[config.mk]
export PLATFORM = sky130hd
export DESIGN_NAME = ros_steer
export DESIGN_NICKNAME = d
export VERILOG_FILES = /design/src/design/ros_pkg.sv /design/src/design/ros_steer.sv
export SDC_FILE = /design/constraint.sdc
export NUM_CORES = 1
export LEC_CHECK = 0
export ABC_CLOCK_PERIOD_IN_PS = 2250
export CORE_MARGIN = 10
export CORE_UTILIZATION = 68
export DETAILED_ROUTE_END_ITERATION = 10
export DONT_BUFFER_PORTS = 1
export PLACE_DENSITY = 0.93
export RECOVER_POWER = 25
export REMOVE_ABC_BUFFERS = 1
export SLEW_MARGIN = 20
export SYNTH_ARGS = -nofsm -noshare
export SYNTH_HDL_FRONTEND = slang
export SYNTH_SLANG_ARGS = --single-unit
[constraint.sdc]
create_clock -name ref_clk -period 2.25 [get_ports ref_clk]
set_input_delay 0.225 -clock ref_clk [delete_from_list [all_inputs] [get_ports ref_clk]]
set_output_delay 0.225 -clock ref_clk [all_outputs]
set_load 0.005 [all_outputs]
[src/design/ros_pkg.sv]
// Purpose: shared constants for the real-time output steering block
// Assumes: 8-bit registers on a plain address/strobe port
// Notes: offsets and the cutoff register layout are local choices
package ros_pkg;
  // ----------------------------------------------------------------
  // register offsets
  // ----------------------------------------------------------------
  localparam logic [3:0] ADDR_SRC_SEL = 4'h0;
  localparam logic [3:0] ADDR_OUT_LOW = 4'h1;
  localparam logic [3:0] ADDR_OUT_HIGH = 4'h2;
  localparam logic [3:0] ADDR_CUT_ENA = 4'h3;
  localparam logic [3:0] ADDR_CUT_STATE = 4'h4;
  localparam logic [3:0] ADDR_CUT_STAT = 4'h5;
  localparam logic [3:0] ADDR_MOD_CTRL = 4'h6;
  // ----------------------------------------------------------------
  // reset values and field positions
  // ----------------------------------------------------------------
  localparam logic [7:0] RST_REG = 8'h00;
  localparam int BIT_CLEAR = 0;
  localparam int BIT_FLAG = 1;
  localparam int BIT_MOD_EN = 0;
  // cutoff state field codes
  localparam logic [1:0] CUT_HIZ = 2'h0;
  localparam logic [1:0] CUT_LOW = 2'h1;
  localparam logic [1:0] CUT_HIGH = 2'h2;
  localparam logic [1:0] CUT_OFF = 2'h3;
  // trigger edge selection codes
  localparam logic [1:0] EDGE_RISE = 2'h1;
  localparam logic [1:0] EDGE_FALL = 2'h2;
  localparam logic [1:0] EDGE_BOTH = 2'h3;
endpackage

[src/design/ros_steer.sv]
// Purpose: route timer waveforms onto eight motor phase outputs
// Assumes: waveform and trigger inputs synchronous to ref_clk
// Notes: disabled pins drive their inversion bit; cutoff groups are 2:0,6,5:3,7
`timescale 1ns/1ps
module ros_steer (
  input wire logic ref_clk, // 200 MHz clock
  input wire logic resetn, // synchronous reset, active low
  input wire logic [3:0] reg_addr, // register address
  input wire logic [7:0] reg_wdata, // write data
  input wire logic reg_wr, // write strobe
  input wire logic reg_rd, // read strobe
  output logic [7:0] reg_rdata, // read data, cycle after strobe
  input wire logic pwm_ch1, // timer channel 1 waveform
  input wire logic pwm_ch3, // timer channel 3 waveform
  input wire logic external_interrupt_input_0, // cutoff trigger
  output logic [7:0] motor_phase_output, // pin output value
  output logic [7:0] motor_phase_oe // pin output enable
);
  // ----------------------------------------------------------------
  // registers
  // ----------------------------------------------------------------
  logic [7:0] src_q, src_d;
  logic [7:0] low_q, low_d;
  logic [7:0] high_q, high_d;
  logic [7:0] cena_q, cena_d;
  logic [7:0] cstate_q, cstate_d;
  logic [1:0] edge_q, edge_d;
  logic mod_en_q, mod_en_d;
  logic flag_q, flag_d;
  logic trig_q;
  logic [7:0] rdata_q, rdata_d;
  logic [7:0] out_q, out_d;
  logic [7:0] oe_q, oe_d;

  // map pin index to its two-bit cutoff state field
  function automatic logic [1:0] field_of(input logic [7:0] cs,
                                          input int n);
    logic [1:0] f;
    f = cs[1:0];
    if (n == 6) begin
      f = cs[3:2];
    end else if (n == 7) begin
      f = cs[7:6];
    end else if (n >= 3) begin
      f = cs[5:4];
    end
    return f;
  endfunction

  // ----------------------------------------------------------------
  // register decode
  // ----------------------------------------------------------------
  // strobes last one cycle, so a plain compare per offset is
  // enough; unmapped offsets fall through to nothing
  wire wr_src = reg_wr && reg_addr == ros_pkg::ADDR_SRC_SEL;
  wire wr_low = reg_wr && reg_addr == ros_pkg::ADDR_OUT_LOW;
  wire wr_high = reg_wr && reg_addr == ros_pkg::ADDR_OUT_HIGH;
  wire wr_cena = reg_wr && reg_addr == ros_pkg::ADDR_CUT_ENA;
  wire wr_cst = reg_wr && reg_addr == ros_pkg::ADDR_CUT_STATE;
  wire wr_stat = reg_wr && reg_addr == ros_pkg::ADDR_CUT_STAT;
  wire wr_mod = reg_wr && reg_addr == ros_pkg::ADDR_MOD_CTRL;
  // clear request
  // only honoured while the flag is up, as software is told to do
  wire clr_req = wr_stat && reg_wdata[ros_pkg::BIT_CLEAR] && flag_q;

  // ----------------------------------------------------------------
  // trigger edge detection
  // ----------------------------------------------------------------
  // trigger edge
  // edge polarity chosen in module control bits 2:1
  // trig_q resets low; a level already high at release looks
  // like a rise, but the disabled module cannot set the flag
  wire rise = external_interrupt_input_0 && !trig_q;
  wire fall = !external_interrupt_input_0 && trig_q;
  wire trig_edge = (rise && edge_q[0]) || (fall && edge_q[1]);

  // register next values; writes ignored while disabled
  // a module control write always lands, so software can
  // re-enable a block that everything else ignores
  always_comb begin
    mod_en_d = wr_mod ? reg_wdata[ros_pkg::BIT_MOD_EN] : mod_en_q;
    edge_d = wr_mod ? reg_wdata[2:1] : edge_q;
    src_d = (wr_src && mod_en_q) ? reg_wdata : src_q;
    low_d = (wr_low && mod_en_q) ? reg_wdata : low_q;
    high_d = (wr_high && mod_en_q) ? reg_wdata : high_q;
    cena_d = (wr_cena && mod_en_q) ? reg_wdata : cena_q;
    cstate_d = (wr_cst && mod_en_q) ? reg_wdata : cstate_q;
    // flag set
    // a trigger in the clear cycle wins over the clear
    flag_d = flag_q;
    if (clr_req) begin
      flag_d = 1'b0;
    end
    if (trig_edge && mod_en_q) begin
      flag_d = 1'b1;
    end
    // held initialized
    // keyed on the next enable, so the disabling write clears
    // the registers and the flag at the same edge
    if (!mod_en_d) begin
      src_d = ros_pkg::RST_REG;
      low_d = ros_pkg::RST_REG;
      high_d = ros_pkg::RST_REG;
      cena_d = ros_pkg::RST_REG;
      cstate_d = ros_pkg::RST_REG;
      flag_d = 1'b0;
    end
  end

  // read mux, data appear the cycle after the strobe
  // zero outside the read slot keeps the bus quiet between reads
  always_comb begin
    rdata_d = 8'h00;
    if (reg_rd) begin
      case (reg_addr)
        ros_pkg::ADDR_SRC_SEL: rdata_d = src_q;
        ros_pkg::ADDR_OUT_LOW: rdata_d = low_q;
        ros_pkg::ADDR_OUT_HIGH: rdata_d = high_q;
        ros_pkg::ADDR_CUT_ENA: rdata_d = cena_q;
        ros_pkg::ADDR_CUT_STATE: rdata_d = cstate_q;
        // clear bit reads as zero
        ros_pkg::ADDR_CUT_STAT: rdata_d = {6'h00, flag_q, 1'b0};
        ros_pkg::ADDR_MOD_CTRL: rdata_d = {5'h00, edge_q, mod_en_q};
        default: rdata_d = 8'h00;
      endcase
    end
  end

  // ----------------------------------------------------------------
  // output steering
  // ----------------------------------------------------------------
  // cutoff overrides the steered level pin by pin; the module
  // enable gates everything last so a disabled block stays quiet
  always_comb begin
    logic wave;
    logic en;
    logic inv;
    logic [1:0] fld;
    wave = 1'b0;
    en = 1'b0;
    inv = 1'b0;
    fld = ros_pkg::CUT_OFF;
    out_d = 8'h00;
    oe_d = 8'h00;
    for (int n = 0; n < 8; n++) begin
      // source select
      // zero picks channel 1, one picks channel 3
      wave = src_q[n] ? pwm_ch3 : pwm_ch1;
      // enable bits
      // two-bit index keeps every select in range for all pins
      en = (n < 4) ? low_q[n[1:0]] : high_q[n[1:0]];
      inv = (n < 4) ? low_q[{1'b1, n[1:0]}] : high_q[{1'b1, n[1:0]}];
      // disabled pin holds its inverted idle level
      out_d[n] = en ? (wave ^ inv) : inv;
      oe_d[n] = mod_en_q;
      fld = field_of(cstate_q, n);
      if (flag_q && cena_q[n] && fld != ros_pkg::CUT_OFF) begin
        out_d[n] = (fld == ros_pkg::CUT_HIGH);
        oe_d[n] = (fld != ros_pkg::CUT_HIZ);
      end
    end
    if (!mod_en_q) begin
      out_d = 8'h00;
      oe_d = 8'h00;
    end
  end

  // ----------------------------------------------------------------
  // flip-flops
  // ----------------------------------------------------------------
  // one synchronous reset for every register, constants only,
  // so the block leaves reset in a single known state
  always_ff @(posedge ref_clk) begin
    if (!resetn) begin
      src_q <= ros_pkg::RST_REG;
      low_q <= ros_pkg::RST_REG;
      high_q <= ros_pkg::RST_REG;
      cena_q <= ros_pkg::RST_REG;
      cstate_q <= ros_pkg::RST_REG;
      edge_q <= ros_pkg::EDGE_RISE;
      mod_en_q <= 1'b0;
      flag_q <= 1'b0;
      trig_q <= 1'b0;
      rdata_q <= 8'h00;
      out_q <= 8'h00;
      oe_q <= 8'h00;
    end else begin
      src_q <= src_d;
      low_q <= low_d;
      high_q <= high_d;
      cena_q <= cena_d;
      cstate_q <= cstate_d;
      edge_q <= edge_d;
      mod_en_q <= mod_en_d;
      flag_q <= flag_d;
      trig_q <= external_interrupt_input_0;
      rdata_q <= rdata_d;
      out_q <= out_d;
      oe_q <= oe_d;
    end
  end

  // outputs come straight from flip-flops, free of decode glitches
  assign reg_rdata = rdata_q;
  assign motor_phase_output = out_q;
  assign motor_phase_oe = oe_q;
endmodule

Word level (Yosys, flattened, before mapping)
Cells that the tools add are included.
{"block": "totals", "input_bits": 19, "reg_bits": 69}
{"block": "classes", "n_mux": 36, "n_eq_ne": 14, "reduce_logical": 47, "bitwise_logic": 8}
{"op": "8-bit case mux with 7 select lines", "n": 1}
{"op": "1-bit logical AND", "n": 35}
{"op": "1-bit two-way mux", "n": 35}
{"op": "4-bit by 3-bit equality test with 1-bit output, second input constant", "n": 3}
{"op": "2-bit nonzero test", "n": 5}
{"op": "2-bit equality test, second input constant", "n": 4}
{"op": "4-bit by 2-bit equality test with 1-bit output, second input constant", "n": 2}
{"op": "2-bit inequality test, second input constant", "n": 4}
{"op": "1-bit XOR", "n": 8}
{"op": "2-bit AND reduction", "n": 3}
{"op": "4-bit by 1-bit equality test with 1-bit output, second input constant", "n": 1}
{"op": "4-bit logical NOT", "n": 1}
{"op": "1-bit logical NOT", "n": 2}
{"op": "1-bit logical OR", "n": 1}

Depth between registers and ports, before layout
{"block": "logic_depth", "depth_word": 6, "depth_mapped": 6, "depth_no_buf": 3}

Worst setup path after synthesis
No wires, ideal clock.
{"block": "synth_timing", "kind": "input -> register", "start": "input reg_wdata[0]", "end": "register flag_q", "path_slack_ns": 0.937, "required_ns": 2.116, "path_buffers": 1, "arrival_ns": 1.179, "cell_stages": 4, "path_cell_list": "or4b_4 -> o21ai_4 -> buf_6 -> a211oi_1"}
{"block": "synth_between", "elab_chain_cells": 3, "elab_cells_between_ends": 5, "cone_classes": "mux (1); reduce/logical (4)"}
{"item": "start, declared", "line": "ros_steer.sv:9", "source": "input wire logic [7:0] reg_wdata,"}
{"item": "1-bit logical AND (2 in series)", "line": "ros_steer.sv:64", "source": "wire clr_req = wr_stat && reg_wdata[ros_pkg::BIT_CLEAR] && flag_q;"}
{"item": "2-bit nonzero test (no line)"}
{"item": "end signal, assigned", "line": "ros_steer.sv:195", "source": "flag_q <= flag_d;"}
{"item": "end, declared", "line": "ros_steer.sv:29", "source": "logic flag_q, flag_d;"}
Several ways; a longest one is shown, not always the timed one.
A chain may end at the register's enable or synchronous reset.

Final worst setup path
{"block": "layout_timing", "start": "register mod_en_q", "end": "register cena_q[1]"}
{"block": "layout_between", "elab_chain_cells": 2, "elab_cells_between_ends": 3, "cone_classes": "mux (1); reduce/logical (2)"}
{"item": "start, declared", "line": "ros_steer.sv:28", "source": "logic mod_en_q, mod_en_d;"}
{"item": "start signal, assigned", "line": "ros_steer.sv:194", "source": "mod_en_q <= mod_en_d;"}
{"item": "1-bit two-way mux", "line": "ros_steer.sv:81", "source": "mod_en_d = wr_mod ? reg_wdata[ros_pkg::BIT_MOD_EN] : mod_en_q;"}
{"item": "2-bit AND reduction (no line)"}
{"item": "end signal, assigned", "line": "ros_steer.sv:178", "source": "cena_q <= ros_pkg::RST_REG;"}
{"item": "end signal, assigned", "line": "ros_steer.sv:191", "source": "cena_q <= cena_d;"}
{"item": "end, declared", "line": "ros_steer.sv:25", "source": "logic [7:0] cena_q, cena_d;"}
Several ways; a longest one is shown, not always the timed one.

==> results.yml <==
worst_setup_path:
  arrival_ns: 2.09
  worst_ep_required_time_ns: 2.50
  path_cells: "and4bb_2 -> nand3_1 -> a211oi_1"
  r2r_setup_slack_ns: 0.41
  crit_path_start: "mod_en_q"
  timing.setup.critical_path_class: "reg -> reg"
  crit-reg2reg-launch: "mod_en_q"
  worstSetupStartpointType: "register"
  worst_path_max_delay_cell: "sky130_fd_sc_hd__and4bb_2"
  cp_slowest_stage_delay_ns: 0.76
  endpoint_kind: "register"
  timing.rr.end: "cena_q[1]"
  cp_max_fo: 32
  ff2ff_path_depth: 3
cts:
  cts-hold-fix-buffers: 2
  number_of_h_tree_levels: 3
  clk_pin_slew_ns: 0.07
  cts.sinks: 69
  bufs_on_longest_clock_path: 2
  ctsResizeCount: 0
  clock-root-buffer: "sky130_fd_sc_hd__clkbuf_8"
  cts_tree: "yes"
  cts_post_setup_buffers_inserted: 0
  cts_made_buffers: 9
  worstSkewPairLatency_ns: 0.35
pwr:
  total_leakage_power_nw: 0.9910
  vdd.ir_drop.worst_v: 0.0006325
  power_density_over_cell_area_nw_per_um2: 673.7
routing:
  routed_via_density: 7.532
  via_count: 3269
  drt-pass1-iter-count: 6
  route.detailed.drc: 0
  detail_route.iter0.violations: 559
  routed_wirelength_um: 10220
  postRouteAntennaNets: 0
  drt-wirelength-per-cell_um: 23.55
global_routing:
  grt_pass1_vias: 3075
  wire_length_of_the_first_global_routing_pass_um: 15910
  largest_net_degree_at_the_start_of_global_routing: 43
  grt_util_all_layers_pct: 23.87
  antenna_found_initial: 0
  gr-total-overflow: 0
run_status:
  outcome: "finished clean"
floorplan:
  dieArea_um2: 8182
  top_level_ports: 43
  core_area_um2: 4755
  start_util_pct: 71.00
  core_rows: 25
  die_height_um: 90.46
  die_width_um: 90.46
synthesis:
  ys_ff_latch: 69
  yosys_top_cell_by_area: "sky130_fd_sc_hd__dfxtp_1"
  yosys-top-cells-area: "sky130_fd_sc_hd__dfxtp_1 41%, sky130_fd_sc_hd__a211oi_1 9.1%, sky130_fd_sc_hd__o21ai_0 8.6%, sky130_fd_sc_hd__nand3_1 6.2%, sky130_fd_sc_hd__a31oi_1 3.3%"
  syn-mean-instance-area_um2: 8.860
  synth_top_area_share_pct: 40.92
  ys.flop_type: "sky130_fd_sc_hd__dfxtp_1"
  unique_cell_type_count_in_the_yosys_netlist: 43
  ys_async_sr_fraction_pct: 0
  synth_enable_flop_cells: 0
  synth.yosys.seq_area_share_pct: 40.92
  synth-warning-count: 0
  synth_cells: 381
  synthesis.area_um2: 3376
final_layout:
  diodes: 0
  area.growth.synth_to_final_pct: 4.855
  post-route-util_pct: 74.45
  layout_net_count: 383
  share_of_layout_cells_above_drive_strength_1_pct: 12.81
sta:
  worst-slew-pin-transition_ns: 0.8672
  timing.final.hold_violations: 0
  setup_viol: 0
  fin_worst_skew_ns: 0.008153
  finalWorstPathRequiredPeriod_ns: 1.840
  slew_headroom_pct: 42.07
  setup_slack_ns: 0.4101
  number_of_pins_with_negative_max_slew_slack_in_the_final_report: 0
  fmax_mhz: 543.5
  grt_setup_unrepaired: "false"
  final.period_utilization_pct: 81.77
min_path:
  worst_hold_path_type: "in -> reg"
  timing.hold.worst.start: "resetn"
  holdPathStages: 1
  min_to: "trig_q"
placement:
  port_buffers: 0
  pre_cts_slack_ns: 0.5172
  hpwl_um: 6136
  gp_congestion: 0.9227
flow_run:
  maxcap_violations: 0
## final cells by class
type | count | area, um^2
Tap cell | 67 | 83.83
Timing Repair Buffer | 6 | 50.05
Multi-Input combinational cell | 269 | 1792
Clock inverter | 1 | 30.03
Sequential cell | 69 | 1381
Fill cell | 351 | 1215
Clock buffer | 13 | 168.9
Inverter | 9 | 33.78
## worst max-delay path: cells and delay by family (launching register included)
family / cells / cell delay, ns
and+or+nand+nor: 2 / 0.94
DFF: 1 / 0.51
AOI/OAI and AO/OA: 1 / 0.28
## routing by layer
| layer | track usage [%] | wire, um | share of wire, % | vias up |
|---|---|---|---|---|
| li1 | - | - | - | 1402 |
| met1 | 27.12 | 3706 | 36 | 1505 |
| met2 | 38.14 | 4622 | 45 | 295 |
| met3 | 8.894 | 1427 | 14 | 67 |
| met4 | 12.73 | 466 | 4.6 | 0 |
| met5 | 0 | 0 | 0 | - |
## state kept, by name (all words and copies together) (netlist names)
register	cells
high_q	8
trig_q	1
reg_rdata	8
flag_q	1
src_q	8
low_q	8
cena_q	8
edge_q	2
cstate_q	8
motor_phase_output	8
mod_en_q	1
motor_phase_oe	8
## metrics by stage
stage | instance area (um^2) | TNS (ns) | power (W) | instances | hold slack [ns]
2_1_floorplan | 3192 | -2.057 | 0.001322 | 347 | 0.3012
3_3_place_gp | 3321 | 0 | 0.001353 | 418 | 0.3047
3_5_place_dp | 3321 | 0 | 0.001356 | 418 | 0.3208
4_1_cts | 3540 | 0 | 0.002366 | 434 | 0.002712
5_1_grt | 3540 | 0 | 0.002433 | 434 | 0.002285
6_report | 3540 | 0 | 0.002385 | 434 | 0.001878
## cells by family (layout without fill, tap and decap cells)
kind of cell           Yosys count  after routing  share of synthesized area, %
AOI/OAI and AO/OA              136            136                         25.98
DFF                             69             69                         40.92
muxes                           20             20                         7.747
and+or+nand+nor                113            113                         18.90
buffers and inverters           43             29                         6.449
## power by group
| group | internal, W | switching (W) | total (W) |
|---|---|---|---|
| combinational | 0.0000339 | 0.0000758 | 0.000110 |
| sequential | 0.00122 | 0.00000283 | 0.00123 |
| clock | 0.000592 | 0.000456 | 0.00105 |
## worst max-delay path by stage
stage                 to  slack, ns  depth (start not counted)
5_1_grt         src_q[7]       0.34                          3
2_1_floorplan  cena_q[0]      -0.05                          3
3_3_place_gp   high_q[6]       0.61                          3
6_report       cena_q[1]       0.41                          3
4_1_cts        cena_q[1]       0.49                          3
3_5_place_dp   cena_q[1]       0.52                          3
## synthesized netlist by cell type (all sizes together) (3+ instances only)
cell type,count
mux4,4
or3,7
nor3b,3
a32oi,3
nand3,42
dfxtp,69
a2bb2oi,4
and3b,4
mux2i,7
nand3b,4
inv,9
or2,9
a31oi,18
buf,21
o21ai,59
nand2,18
nor2,10
clkbuf,13
mux2,9
a211oi,41
and2,3
## placed cells by master (no fill, tap or decap), drive strengths merged, types with 2 or more instances in the layout
master,Yosys,routed
dlygate4sd3,0,2
and2,3,3
nand2,18,18
a21oi,2,2
a31oi,18,18
a2bb2oi,4,4
nand3b,4,4
mux4,4,4
nor2,10,10
nand2b,2,2
inv,9,9
and3b,4,4
a211o,2,2
mux2i,7,7
a21bo,2,2
or2,9,9
and3,2,2
nor2b,2,2
a211oi,41,41
mux2,9,9
or3,7,7
buf,21,4
a32oi,3,3
nand3,42,42
o21ai,59,59
clkbuf,13,13
nor3b,3,3
o31a,2,2
dfxtp,69,69
No activity file was read; power rests on OpenSTA's default activity.
